--- src/verilog/emal_consts.vh ---
// shared constants for the error mask and alert block
// assumes: included by the design files by bare name
`ifndef EMAL_CONSTS_VH
`define EMAL_CONSTS_VH
// register byte offsets
`define EMAL_A_CFG 8'h00
`define EMAL_A_SLEEP_STATE 8'h01
`define EMAL_A_SLEEP_MASK 8'h02
`define EMAL_A_GPI_MASK 8'h03
`define EMAL_A_MISC_MASK 8'h04
`define EMAL_A_USER_LIM 8'h05
`define EMAL_A_MGMT_STAT0 8'h08
`define EMAL_A_MGMT_STAT1 8'h0C
`define EMAL_A_HOST_STAT0 8'h30
`define EMAL_A_HOST_STAT1 8'h34
`define EMAL_A_VHI0 8'h10
`define EMAL_A_THI0 8'h20
`define EMAL_A_TACH0 8'h28
// config fields
`define EMAL_CFG_ALERT_EN 0
`define EMAL_CFG_COMPAT 1
// mask and reset values
`define EMAL_V_MASKVAL 8'hFF
`define EMAL_T_MASKVAL 8'h80
`define EMAL_TACH_MASKVAL 8'hFF
`define EMAL_USER_MASKVAL 8'hFF
`define EMAL_ZERO8 8'h00
`define EMAL_ZERO32 32'h00000000
// sleep states: s0 none, s1 force-masks fans, s3 also optional masks
`define EMAL_SLEEP_FULL 8'h03
`define EMAL_SLEEP_MID 8'h01
`endif

--- src/verilog/emal_sync.v ---
// three-flop synchroniser for a bus of asynchronous event inputs
// assumes: inputs arrive from pins outside the clk domain
`include "emal_consts.vh"
module emal_sync #(
    parameter W = 8
) (
    input wire clk,
    input wire rst,
    input wire [W-1:0] din,
    output reg [W-1:0] dout
);
    reg [W-1:0] s1;
    reg [W-1:0] s2;
    reg [W-1:0] s3;
    genvar i;
    generate
        for (i = 0; i < W; i = i + 1)
        begin : g_bit
            always @(posedge clk or posedge rst)
            begin
                if (rst)
                begin
                    s1[i] <= 1'b0;
                    s2[i] <= 1'b0;
                    s3[i] <= 1'b0;
                    dout[i] <= 1'b0;
                end
                else
                begin
                    s1[i] <= din[i];
                    s2[i] <= s1[i];
                    s3[i] <= s2[i];
                    // change counts only once stages two and three agree
                    if (s2[i] == s3[i])
                        dout[i] <= s3[i];
                end
            end
        end
    endgenerate
endmodule // emal_sync

--- src/verilog/emal_top.v ---
// error masking, sticky status latching and alert output
// assumes: raw event levels come from pins; software uses the plain register port
//
// Functional notes
// - masked event never sets management or host status bit
// - masking leaves an already set status bit alone
// - voltage high limit FFh masks channel; FFh is reset value
// - temperature high limit 80h masks channel; 80h is reset value
// - masked temperature channel suppresses over-temperature and diode fault
// - general input mask bit suppresses that general input's errors
// - user throttle event masked while user limit is FFh
// - fixed throttle threshold bits have no mask, always set
// - fixed throttle bits never drive error outputs or alert
// - tach limit FFh masks that fan tach channel
// - regulator overheat masked by its miscellaneous mask bit
// - alert disabled after power-up until software enables it
// - alert output gated by the alert enable configuration bit
// - some events always masked in certain sleep states
// - other events masked in sleep state 03h when sleep mask bit set
// - status bits stay set until software clears them
// - write-one clears only if the causing event is gone
// - management and host clears are independent
// - compat mode: management status read clears, host unaffected
//
// The address-and-strobe port and the register addresses were decided locally.
`include "emal_consts.vh"
module emal_top #(
    parameter NV = 16,
    parameter NT = 4,
    parameter NF = 4,
    parameter NG = 8,
    parameter NR = 2
) (
    input wire clk,
    input wire rst,
    input wire [7:0] reg_addr,
    input wire [31:0] reg_wdata,
    input wire reg_wr,
    input wire reg_rd,
    output reg [31:0] reg_rdata,
    input wire [NV-1:0] volt_err_in,
    input wire [NT-1:0] temp_err_in,
    input wire [NT-1:0] diode_fault_in,
    input wire [NF-1:0] tach_err_in,
    input wire [NG-1:0] general_input,
    input wire [NR-1:0] regulator_overheat_in,
    input wire user_throttle_in,
    input wire [1:0] cpu_throttle_indicator,
    output reg mgmt_error_out,
    output reg host_error_out,
    output reg alert_out
);
    // status word: [15:0] volt, [19:16] temp, [23:20] diode, [27:24] tach
    // word1: [3:0] gpi 7:4 (gpi 3:0 in word0 [31:28]), [5:4] vrd, [6] user throttle, [8:7] fixed throttle
    localparam NIN = NV + 2 * NT + NF + NG + NR + 3;
    // word1 holds whatever does not fit in word0
    localparam NW1 = NIN - 32;

    wire [NIN-1:0] raw_async;
    wire [NIN-1:0] ev;
    assign raw_async = {cpu_throttle_indicator, user_throttle_in, regulator_overheat_in,
        general_input, tach_err_in, diode_fault_in, temp_err_in, volt_err_in};

    emal_sync #(.W(NIN)) u_sync (
        .clk(clk),
        .rst(rst),
        .din(raw_async),
        .dout(ev)
    );

    reg [7:0] cfg;
    reg [7:0] sleep_state;
    reg [7:0] sleep_mask;
    reg [7:0] gpi_mask;
    reg [7:0] misc_mask;
    reg [7:0] user_lim;
    reg [7:0] vhi [0:NV-1];
    reg [7:0] thi [0:NT-1];
    reg [7:0] tlim [0:NF-1];
    reg [NIN-1:0] mstat;
    reg [NIN-1:0] hstat;
    reg [NIN-1:0] mask;
    reg [NIN-1:0] next_mstat;
    reg [NIN-1:0] next_hstat;
    reg [NIN-1:0] wclr_m;
    reg [NIN-1:0] wclr_h;
    reg [NIN-1:0] alert_cap;
    reg [31:0] next_rdata;
    reg rclr_m;
    reg [31:0] wd;
    integer k;

    // mask vector assembled per event
    always @*
    begin
        mask = {NIN{1'b0}};
        for (k = 0; k < NV; k = k + 1)
            mask[k] = (vhi[k] == `EMAL_V_MASKVAL);
        for (k = 0; k < NT; k = k + 1)
        begin
            mask[NV + k] = (thi[k] == `EMAL_T_MASKVAL);
            mask[NV + NT + k] = (thi[k] == `EMAL_T_MASKVAL);
        end
        for (k = 0; k < NF; k = k + 1)
        begin
            mask[NV + 2 * NT + k] = (tlim[k] == `EMAL_TACH_MASKVAL)
                || (sleep_state != `EMAL_ZERO8);
        end
        for (k = 0; k < NG; k = k + 1)
            mask[NV + 2 * NT + NF + k] = gpi_mask[k]
                || ((sleep_state == `EMAL_SLEEP_FULL) && sleep_mask[0]);
        for (k = 0; k < NR; k = k + 1)
            mask[NV + 2 * NT + NF + NG + k] = misc_mask[k]
                || ((sleep_state == `EMAL_SLEEP_FULL) && sleep_mask[1]);
        mask[NIN - 3] = (user_lim == `EMAL_USER_MASKVAL);
        mask[NIN - 2] = 1'b0;
        mask[NIN - 1] = 1'b0;
        alert_cap = {NIN{1'b1}};
        alert_cap[NIN - 1] = 1'b0;
        alert_cap[NIN - 2] = 1'b0;
    end

    // write and read-clear decode, then status update
    always @*
    begin
        wd = reg_wdata;
        wclr_m = {NIN{1'b0}};
        wclr_h = {NIN{1'b0}};
        rclr_m = reg_rd && cfg[`EMAL_CFG_COMPAT];
        if (reg_wr && reg_addr == `EMAL_A_MGMT_STAT0)
            wclr_m[31:0] = wd;
        if (reg_wr && reg_addr == `EMAL_A_MGMT_STAT1)
            wclr_m[NIN-1:32] = wd[NW1-1:0];
        if (reg_wr && reg_addr == `EMAL_A_HOST_STAT0)
            wclr_h[31:0] = wd;
        if (reg_wr && reg_addr == `EMAL_A_HOST_STAT1)
            wclr_h[NIN-1:32] = wd[NW1-1:0];
        if (rclr_m && reg_addr == `EMAL_A_MGMT_STAT0)
            wclr_m[31:0] = {32{1'b1}};
        if (rclr_m && reg_addr == `EMAL_A_MGMT_STAT1)
            wclr_m[NIN-1:32] = {NW1{1'b1}};
        // active event blocks clear; new set wins over clear
        next_mstat = (mstat & ~(wclr_m & ~ev)) | (ev & ~mask);
        next_hstat = (hstat & ~(wclr_h & ~ev)) | (ev & ~mask);
    end

    // read mux; unmapped addresses read zero
    always @*
    begin
        next_rdata = `EMAL_ZERO32;
        case (reg_addr)
            `EMAL_A_CFG: next_rdata[7:0] = cfg;
            `EMAL_A_SLEEP_STATE: next_rdata[7:0] = sleep_state;
            `EMAL_A_SLEEP_MASK: next_rdata[7:0] = sleep_mask;
            `EMAL_A_GPI_MASK: next_rdata[7:0] = gpi_mask;
            `EMAL_A_MISC_MASK: next_rdata[7:0] = misc_mask;
            `EMAL_A_USER_LIM: next_rdata[7:0] = user_lim;
            `EMAL_A_MGMT_STAT0: next_rdata = mstat[31:0];
            `EMAL_A_MGMT_STAT1: next_rdata[NW1-1:0] = mstat[NIN-1:32];
            `EMAL_A_HOST_STAT0: next_rdata = hstat[31:0];
            `EMAL_A_HOST_STAT1: next_rdata[NW1-1:0] = hstat[NIN-1:32];
            default:
            begin
                for (k = 0; k < NV; k = k + 1)
                    if (reg_addr == `EMAL_A_VHI0 + k[7:0])
                        next_rdata[7:0] = vhi[k];
                for (k = 0; k < NT; k = k + 1)
                    if (reg_addr == `EMAL_A_THI0 + k[7:0])
                        next_rdata[7:0] = thi[k];
                for (k = 0; k < NF; k = k + 1)
                    if (reg_addr == `EMAL_A_TACH0 + k[7:0])
                        next_rdata[7:0] = tlim[k];
            end
        endcase
    end

    genvar g;
    generate
        for (g = 0; g < NV; g = g + 1)
        begin : g_vhi
            always @(posedge clk or posedge rst)
            begin
                if (rst)
                    vhi[g] <= `EMAL_V_MASKVAL;
                else if (reg_wr && reg_addr == `EMAL_A_VHI0 + g)
                    vhi[g] <= reg_wdata[7:0];
            end
        end
        for (g = 0; g < NT; g = g + 1)
        begin : g_thi
            always @(posedge clk or posedge rst)
            begin
                if (rst)
                    thi[g] <= `EMAL_T_MASKVAL;
                else if (reg_wr && reg_addr == `EMAL_A_THI0 + g)
                    thi[g] <= reg_wdata[7:0];
            end
        end
        for (g = 0; g < NF; g = g + 1)
        begin : g_tach
            always @(posedge clk or posedge rst)
            begin
                if (rst)
                    tlim[g] <= `EMAL_TACH_MASKVAL;
                else if (reg_wr && reg_addr == `EMAL_A_TACH0 + g)
                    tlim[g] <= reg_wdata[7:0];
            end
        end
    endgenerate

    always @(posedge clk or posedge rst)
    begin
        if (rst)
        begin
            cfg <= `EMAL_ZERO8;
            sleep_state <= `EMAL_ZERO8;
            sleep_mask <= `EMAL_ZERO8;
            gpi_mask <= `EMAL_ZERO8;
            misc_mask <= `EMAL_ZERO8;
            user_lim <= `EMAL_USER_MASKVAL;
            mstat <= {NIN{1'b0}};
            hstat <= {NIN{1'b0}};
            reg_rdata <= `EMAL_ZERO32;
            mgmt_error_out <= 1'b0;
            host_error_out <= 1'b0;
            alert_out <= 1'b0;
        end
        else
        begin
            if (reg_wr)
            begin
                case (reg_addr)
                    `EMAL_A_CFG: cfg <= reg_wdata[7:0];
                    `EMAL_A_SLEEP_STATE: sleep_state <= reg_wdata[7:0];
                    `EMAL_A_SLEEP_MASK: sleep_mask <= reg_wdata[7:0];
                    `EMAL_A_GPI_MASK: gpi_mask <= reg_wdata[7:0];
                    `EMAL_A_MISC_MASK: misc_mask <= reg_wdata[7:0];
                    `EMAL_A_USER_LIM: user_lim <= reg_wdata[7:0];
                    default: cfg <= cfg;
                endcase
            end
            mstat <= next_mstat;
            hstat <= next_hstat;
            reg_rdata <= reg_rd ? next_rdata : `EMAL_ZERO32;
            // outputs lag status by one cycle; fixed throttle bits excluded
            mgmt_error_out <= |(mstat & alert_cap);
            host_error_out <= |(hstat & alert_cap);
            alert_out <= cfg[`EMAL_CFG_ALERT_EN] && |((mstat | hstat) & alert_cap);
        end
    end
endmodule // emal_top

--- config.mk ---
export PLATFORM = sky130hd
export DESIGN_NAME = emal_top
export DESIGN_NICKNAME = d
export VERILOG_FILES = /design/src/verilog/emal_sync.v /design/src/verilog/emal_top.v
export VERILOG_INCLUDE_DIRS = /design/src /design/src/verilog
export SDC_FILE = /design/constraint.sdc
export NUM_CORES = 1
export LEC_CHECK = 0
export BUFFER_PORTS_ARGS = -buffer_cell sky130_fd_sc_hd__clkbuf_2
export CAP_MARGIN = 20
export CORE_AREA = 2 2 234 236
export DETAILED_ROUTE_END_ITERATION = 7
export DIE_AREA = 0 0 236 238
export PLACE_DENSITY_LB_ADDON = 0.25
export SYNTH_ARGS = -nofsm -noshare
export SYNTH_HDL_FRONTEND = slang
export SYNTH_HIERARCHICAL = 1
export SYNTH_SLANG_ARGS = --single-unit
--- constraint.sdc ---
create_clock -name clk -period 33.1 [get_ports clk]
set_clock_uncertainty 0.2 [all_clocks]
set_input_delay 4.965 -clock clk [delete_from_list [all_inputs] [get_ports clk]]
set_output_delay 4.965 -clock clk [all_outputs]
set_load 0.02 [all_outputs]
# --- Word-level counts from Yosys, hierarchy flattened ---
# Index checks and enable logic that the tools add are counted.
# W data, S select, Z words.
word_totals:
  input_bits: 85
  elab_cells: 405
  out_inout_bits: 35
  reg_bits: 521
op_classes:
  n_eq_ne: 100
  n_reduce_logical: 59
  bitwise_logic: 12
  n_mux: 34
op_table:
  columns: ["operator", "count"]
  rows:
  - ["$and A41 B41 Y41", 5]
  - ["$eq A8 B8 Y1 const B", 25]
  - ["$mux W8", 24]
  - ["$eq A8 B5 Y1 const B", 16]
  - ["$mux W32", 4]
  - ["$not A41 Y41", 3]
  - ["$reduce_or A39 Y1", 3]
  - ["$or A41 B41 Y41", 2]
  - ["$eq A8 B6 Y1 const B", 10]
  - ["$pmux W8 S10", 1]
  - ["$pmux W23 S2", 1]
  - ["$eq A1 B1 Y1", 41]
  - ["$not A39 Y41", 1]
  - ["$or A39 B39 Y39", 1]
  - ["$logic_and A1 B1 Y1", 34]
  - ["$mux W9", 3]
  - ["$eq A8 B2 Y1 const B", 3]
  - ["$eq A8 B3 Y1 const B", 2]
  - ["$eq A8 B4 Y1 const B", 2]
  - ["$logic_or A1 B1 Y1", 14]
  - ["$reduce_and A2 Y1", 6]
  - ["$eq A8 B1 Y1 const B", 1]
  - ["$logic_not A8 Y1", 1]
  - ["$reduce_bool A8 Y1", 1]
  - ["$pmux W1 S4", 1]

# --- Depth between registers and ports, before layout ---
logic_depth:
  ltp_word: 27
  mapped_depth: 10

# --- Hierarchy ---
# The synthesis kept the hierarchy.
modules_own_cells:
  columns: ["mod", "seq_area_each_um2", "area_per_inst_um2", "instances", "cells_each"]
  rows:
  - ["emal_top", 9148.8, 16657.2, 1, 1607]
  - ["emal_sync", 4103.9, 4569.4, 1, 206]

# --- Least setup slack after synthesis ---
# Ideal clock, no wire load.
synth_timing:
  path_kind: "input port to flip-flop"
  from: "input port reg_addr[0]"
  to: "register reg_rdata[3]"
  slack_ps: 26101
  arrival_time_ps: 6675
  stages: 7
  path_cell_list: "buf_2 or4b_2 o21ai_0 a221oi_1 nor4_1 a21oi_1 o31a_1"
synth_via:
  elab_chain_len: 27
  elab_cells_between_ends: 60
synth_lines:
  columns: ["item", "line", "rtl"]
  rows:
  - ["from (decl)", "emal_top.v:36", "input wire [7:0] reg_addr,"]
  - ["$eq A8 B5 Y1", "emal_top.v:165", "if (reg_addr == `EMAL_A_VHI0 + k[7:0])"]
  - ["$mux W8 (16 in a row)", "emal_top.v:165", null]
  - ["$mux W8 (4 in a row)", "emal_top.v:168", "if (reg_addr == `EMAL_A_THI0 + k[7:0])"]
  - ["$mux W8 (4 in a row)", "emal_top.v:171", "if (reg_addr == `EMAL_A_TACH0 + k[7:0])"]
  - ["$pmux W8 S10 (*)", "emal_top.v:151", "case (reg_addr)"]
  - ["$mux W32 (no source line) (*)", null, null]
  - ["to (signal assigned)", "emal_top.v:223", "reg_rdata <= `EMAL_ZERO32;"]
  - ["to (signal assigned)", "emal_top.v:244", "reg_rdata <= reg_rd ? next_rdata : `EMAL_ZERO32;"]
  - ["to (decl)", "emal_top.v:40", "output reg [31:0] reg_rdata,"]
# Every way passes the cells marked *; elsewhere a longest branch is shown, timed or not.
# A chain may end at the register's enable or synchronous reset.

# --- Worst setup path in the final report ---
layout_timing:
  from: "input port reg_addr[1]"
  to: "register mstat[27]"
layout_via:
  elab_chain_len: 8
  elab_cells_between_ends: 9
layout_lines:
  columns: ["item", "line", "rtl"]
  rows:
  - ["$eq A8 B4 Y1 (*)", null, null]
  - ["$logic_and A1 B1 Y1 (no source line)", null, null]
  - ["$mux W32", "emal_top.v:130", "if (reg_wr && reg_addr == `EMAL_A_MGMT_STAT0)"]
  - ["$mux W32 (*)", "emal_top.v:138", "if (rclr_m && reg_addr == `EMAL_A_MGMT_STAT0)"]
  - ["$and A41 B41 Y41 (*)", "emal_top.v:143", "next_mstat = (mstat & ~(wclr_m & ~ev)) | (ev & ~mask);"]
  - ["$not A41 Y41 (*)", "emal_top.v:143", null]
  - ["$and A41 B41 Y41 (*)", "emal_top.v:143", null]
  - ["$or A41 B41 Y41 (*)", "emal_top.v:143", null]
  - ["named net next_mstat[27]", "emal_top.v:83", "reg [NIN-1:0] next_mstat;"]
  - ["to (signal assigned)", "emal_top.v:221", "mstat <= {NIN{1'b0}};"]
  - ["to (signal assigned)", "emal_top.v:242", "mstat <= next_mstat;"]
  - ["to (decl)", "emal_top.v:80", "reg [NIN-1:0] mstat;"]
# Mark *: on every way through the listed nets, which the timed path passes. The rest lies on a longest branch.

==> impl_metrics.yaml <==
cts:
  clockRootBuffer: "clkbuf_16"
  postCtsSetupRepairBufs: 0
  cts.path.max_buffers: 3
  htreeDepth: 2
  numCtsBuffers: 56
  clock_sinks: 521
  cts_resized: 0
  clkTransAtPathRegs_ns: 0.06
  cts_tree: "done"
  cts_hold_buf: 0
  clock_latency_ns: 0.64
power_and_ir_drop:
  p_per_area_mw_per_mm2: 58.0
  power_frac_seq_pct: 49.3
  power.share.switching_pct: 24.4
  ir_drop_mv: 0.0484
  p_clk_share_pct: 45.0
  leakagePower_nw: 9.67
  power_mw: 1.42
  power.internal_mw: 1.07
  power_frac_comb_pct: 5.7
  netSwitchingPower_uw: 346
yosys:
  synth_edf_count: 0
  syn_nets: 1898
  synth_top_area_share_pct: 41.1
  ys_async_sr_fraction_pct: 100
  ys_top_cells_by_area: "dfrtp_1 (41%), dfstp_2 (21%), mux2_2 (5.7%), o21ai_0 (4.9%), nand2_1 (4.4%)"
  ys_ff_latch: 521
  ys.flop_type: "dfrtp_1"
  syn_area_mm2: 0.0212
  synth.distinct_cells: 71
  synth-seq-area-share_pct: 62.4
  syn_area_per_cell_um2: 11.7
  syn_inst: 1813
  yosysWarnings: 6
  synth_top_area_cell: "dfrtp_1"
critical_path:
  crit_family: "simple AND/OR/NAND/NOR gates"
  critical_path_buf_inv_count: 4
  rr_startpoint: "vhi[123]$_DFFE_PP1P_"
  cp.required_ns: 33.38
  crit_path_start_kind: "input port"
  critical_path.slowest_cell: "nor2_1"
  r2r_cells: 7
  r2r_end: "reg_rdata[3]$_DFF_PP0_"
  endpoint_kind: "flip-flop"
  path_common_cell: "buf_4"
  reg2reg_slack_ns: 30.47
  path_class: "in -> reg"
  worstPathCellList: "clkbuf_2 -> buf_4 -> nor2_1 -> nand2_1 -> nor2_2 -> buf_4 -> and3_1 -> buf_4 -> a21oi_1 -> o21ai_0 -> o21ai_0"
  arrival_ns: 7.96
  cp_max_fo: 51
  max_stage_delay_ns: 0.55
timing:
  rsz0062_at_grt: "no"
  fin_crit_ns: 7.68
  setup_viol: 0
  post-route-period-util_pct: 23.2
  clock.fmax_mhz: 130
  hold_viol: 0
  tightest_slew_ns: 1.18
  tns_ns: 0
  hold_slack_ns: 0.140
  drv_slew: 0
  max-slew-margin-rel_pct: 21.3
grt:
  grt_pass1_vias: 16000
  grt_max_degree: 169
  globalRoute.totalOverflow: 0
  grt_pass1_wl_mm: 106
  grt_usage_pct: 25.3
  antenna_found_initial: 3
placed_design:
  hpwlAfterDp_mm: 49.8
  numPortBuffers: 119
  gp_congestion: 1.01
worst_hold_path:
  hp-class: "reg -> reg"
  hp-start: "u_sync/s1[11]$_DFF_PP0_"
  min_path_cells: 0
  hold_end: "u_sync/s2[11]$_DFF_PP0_"
cells_and_area:
  final_cell_mix: "dfrtp_1 (349), nand2_1 (249), o21ai_0 (208)"
  multiInputGateArea_mm2: 0.00747
  layout_commonest_cell: "dfrtp_1"
  n_fill_cell: 4966
  synthToLayoutAreaGrowth_pct: 15.2
  final_nets: 1999
  drive_gt1_share_pct: 30.1
  regArea_mm2: 0.0133
floorplanning:
  die_area_mm2: 0.0562
  rows: 85
  fp.dieW_um: 236
  io_pins: 120
  coreArea_mm2: 0.0535
  die_h_um: 238
  initial_core_util_pct: 39.7
routing:
  routed_wl_mm: 70.8
  num_vias: 15900
  drcViolationCount: 0
  ant_nets: 0
  wl_per_cell_um: 26.6
  avgViaCountPerCell: 5.98
  first_pass_iters: 8
  drtIter0Drc: 1860
job:
  maxCapViolations: 0
outcome:
  status: "finished clean"
worst reg2reg max path: stages, from the launching register on:
cell	delay [ns]
dfstp_2	0.55
mux2i_1	0.10
a211oi_1	0.27
o21ai_0	0.12
a221oi_1	0.56
nor4_1	0.19
a21oi_1	0.24
o31a_1	0.29
Yosys cell counts, types with 3 or more instances:
cell and instances:
nor3b_1 8, o21ai_0 208, or3_1 3, buf_2 22
nor2_1 79, o31ai_1 11, nor3_2 5, nand2_1 249
and2_1 3, mux4_2 6, nand3_1 20, maj3_2 41
o22ai_1 13, a21oi_1 68, and3b_1 3, mux2_2 108
o221ai_1 9, o32a_1 9, clkbuf_1 72, nor4b_1 5
a221oi_1 10, o22a_1 17, a221o_1 5, nor2b_1 8
nor2_2 4, dfrtp_1 349, o21ai_1 3, nand2b_1 5
a31oi_1 11, a22o_1 7, a32oi_1 5, a22oi_1 56
buf_1 7, a222oi_1 13, dfstp_2 172, nor3_1 15
inv_1 23, a211oi_1 6, nand4_1 49, nor4_1 27
nand3b_1 15, o211ai_1 4, and3_1 8, mux2i_1 13
state kept, by name (all words and copies together) (netlist names), 41 cells and up:
register / flops
hstat: 41
vhi: 128
u_sync/s2: 41
u_sync/s3: 41
u_sync/s1: 41
u_sync/dout: 41
mstat: 41
cell type report:
cell class,count,share of cell area (%)
flip-flops and latches,521,54.2
multi-input cells,1165,30.6
clock buffers,76,6.45
well taps,696,3.56
repair buffers,146,3.48
clock inverters,28,1.31
inverters,24,0.430
diodes,1,0.0102
worst max-delay path by stage:
stage                start                endpoint  slack, ns  depth (start not counted)
3_5_place_dp   reg_addr[1]  reg_rdata[7]$_DFF_PP0_      24.73                          8
5_1_grt        reg_addr[1]     mstat[24]$_DFF_PP0_      25.31                         11
6_report       reg_addr[1]     mstat[27]$_DFF_PP0_      25.42                         11
4_1_cts        reg_addr[1]  reg_rdata[4]$_DFF_PP0_      25.37                          8
2_1_floorplan          rst     alert_out$_DFF_PP0_      18.31                          1
3_3_place_gp   reg_addr[1]  reg_rdata[7]$_DFF_PP0_      24.78                          8
per-layer routing:
layer	share of wire (%)	wire, um	track usage, %
met5	0.030	21	0
met4	5.7	4030	13.0
met3	7.3	5180	4.13
met2	46	32400	39.4
met1	41	29200	34.3
power groups by stage:
| stage | logic (mW) | clock network, mW | registers (mW) |
|---|---|---|---|
| 2_1_floorplan | 0.0492 | 0 | 0.697 |
| 3_3_place_gp | 0.0782 | 0 | 0.709 |
| 3_5_place_dp | 0.0799 | 0 | 0.709 |
| 4_1_cts | 0.0802 | 0.651 | 0.699 |
| 5_1_grt | 0.0879 | 0.677 | 0.702 |
| 6_report | 0.0803 | 0.639 | 0.700 |
cell families after synthesis:
logic type	synth area share (%)
buf+inv	2.43
fa+ha+maj	2.18
mux	6.98
flops	62.4
compound gates	14.2
simple gates	11.8
per-stage QoR:
stage,instance area (um2),setup WS [ns],utilization (%),instances
global route,24400,25.31,45.7,2656
global placement,22500,24.78,42.0,2548
CTS,24400,25.37,45.6,2653
finish,24400,25.42,45.7,2657
detailed placement,22500,24.73,42.0,2549
floorplan,21200,18.31,-,1813
Note: power is estimated with default switching activity, not from simulation.
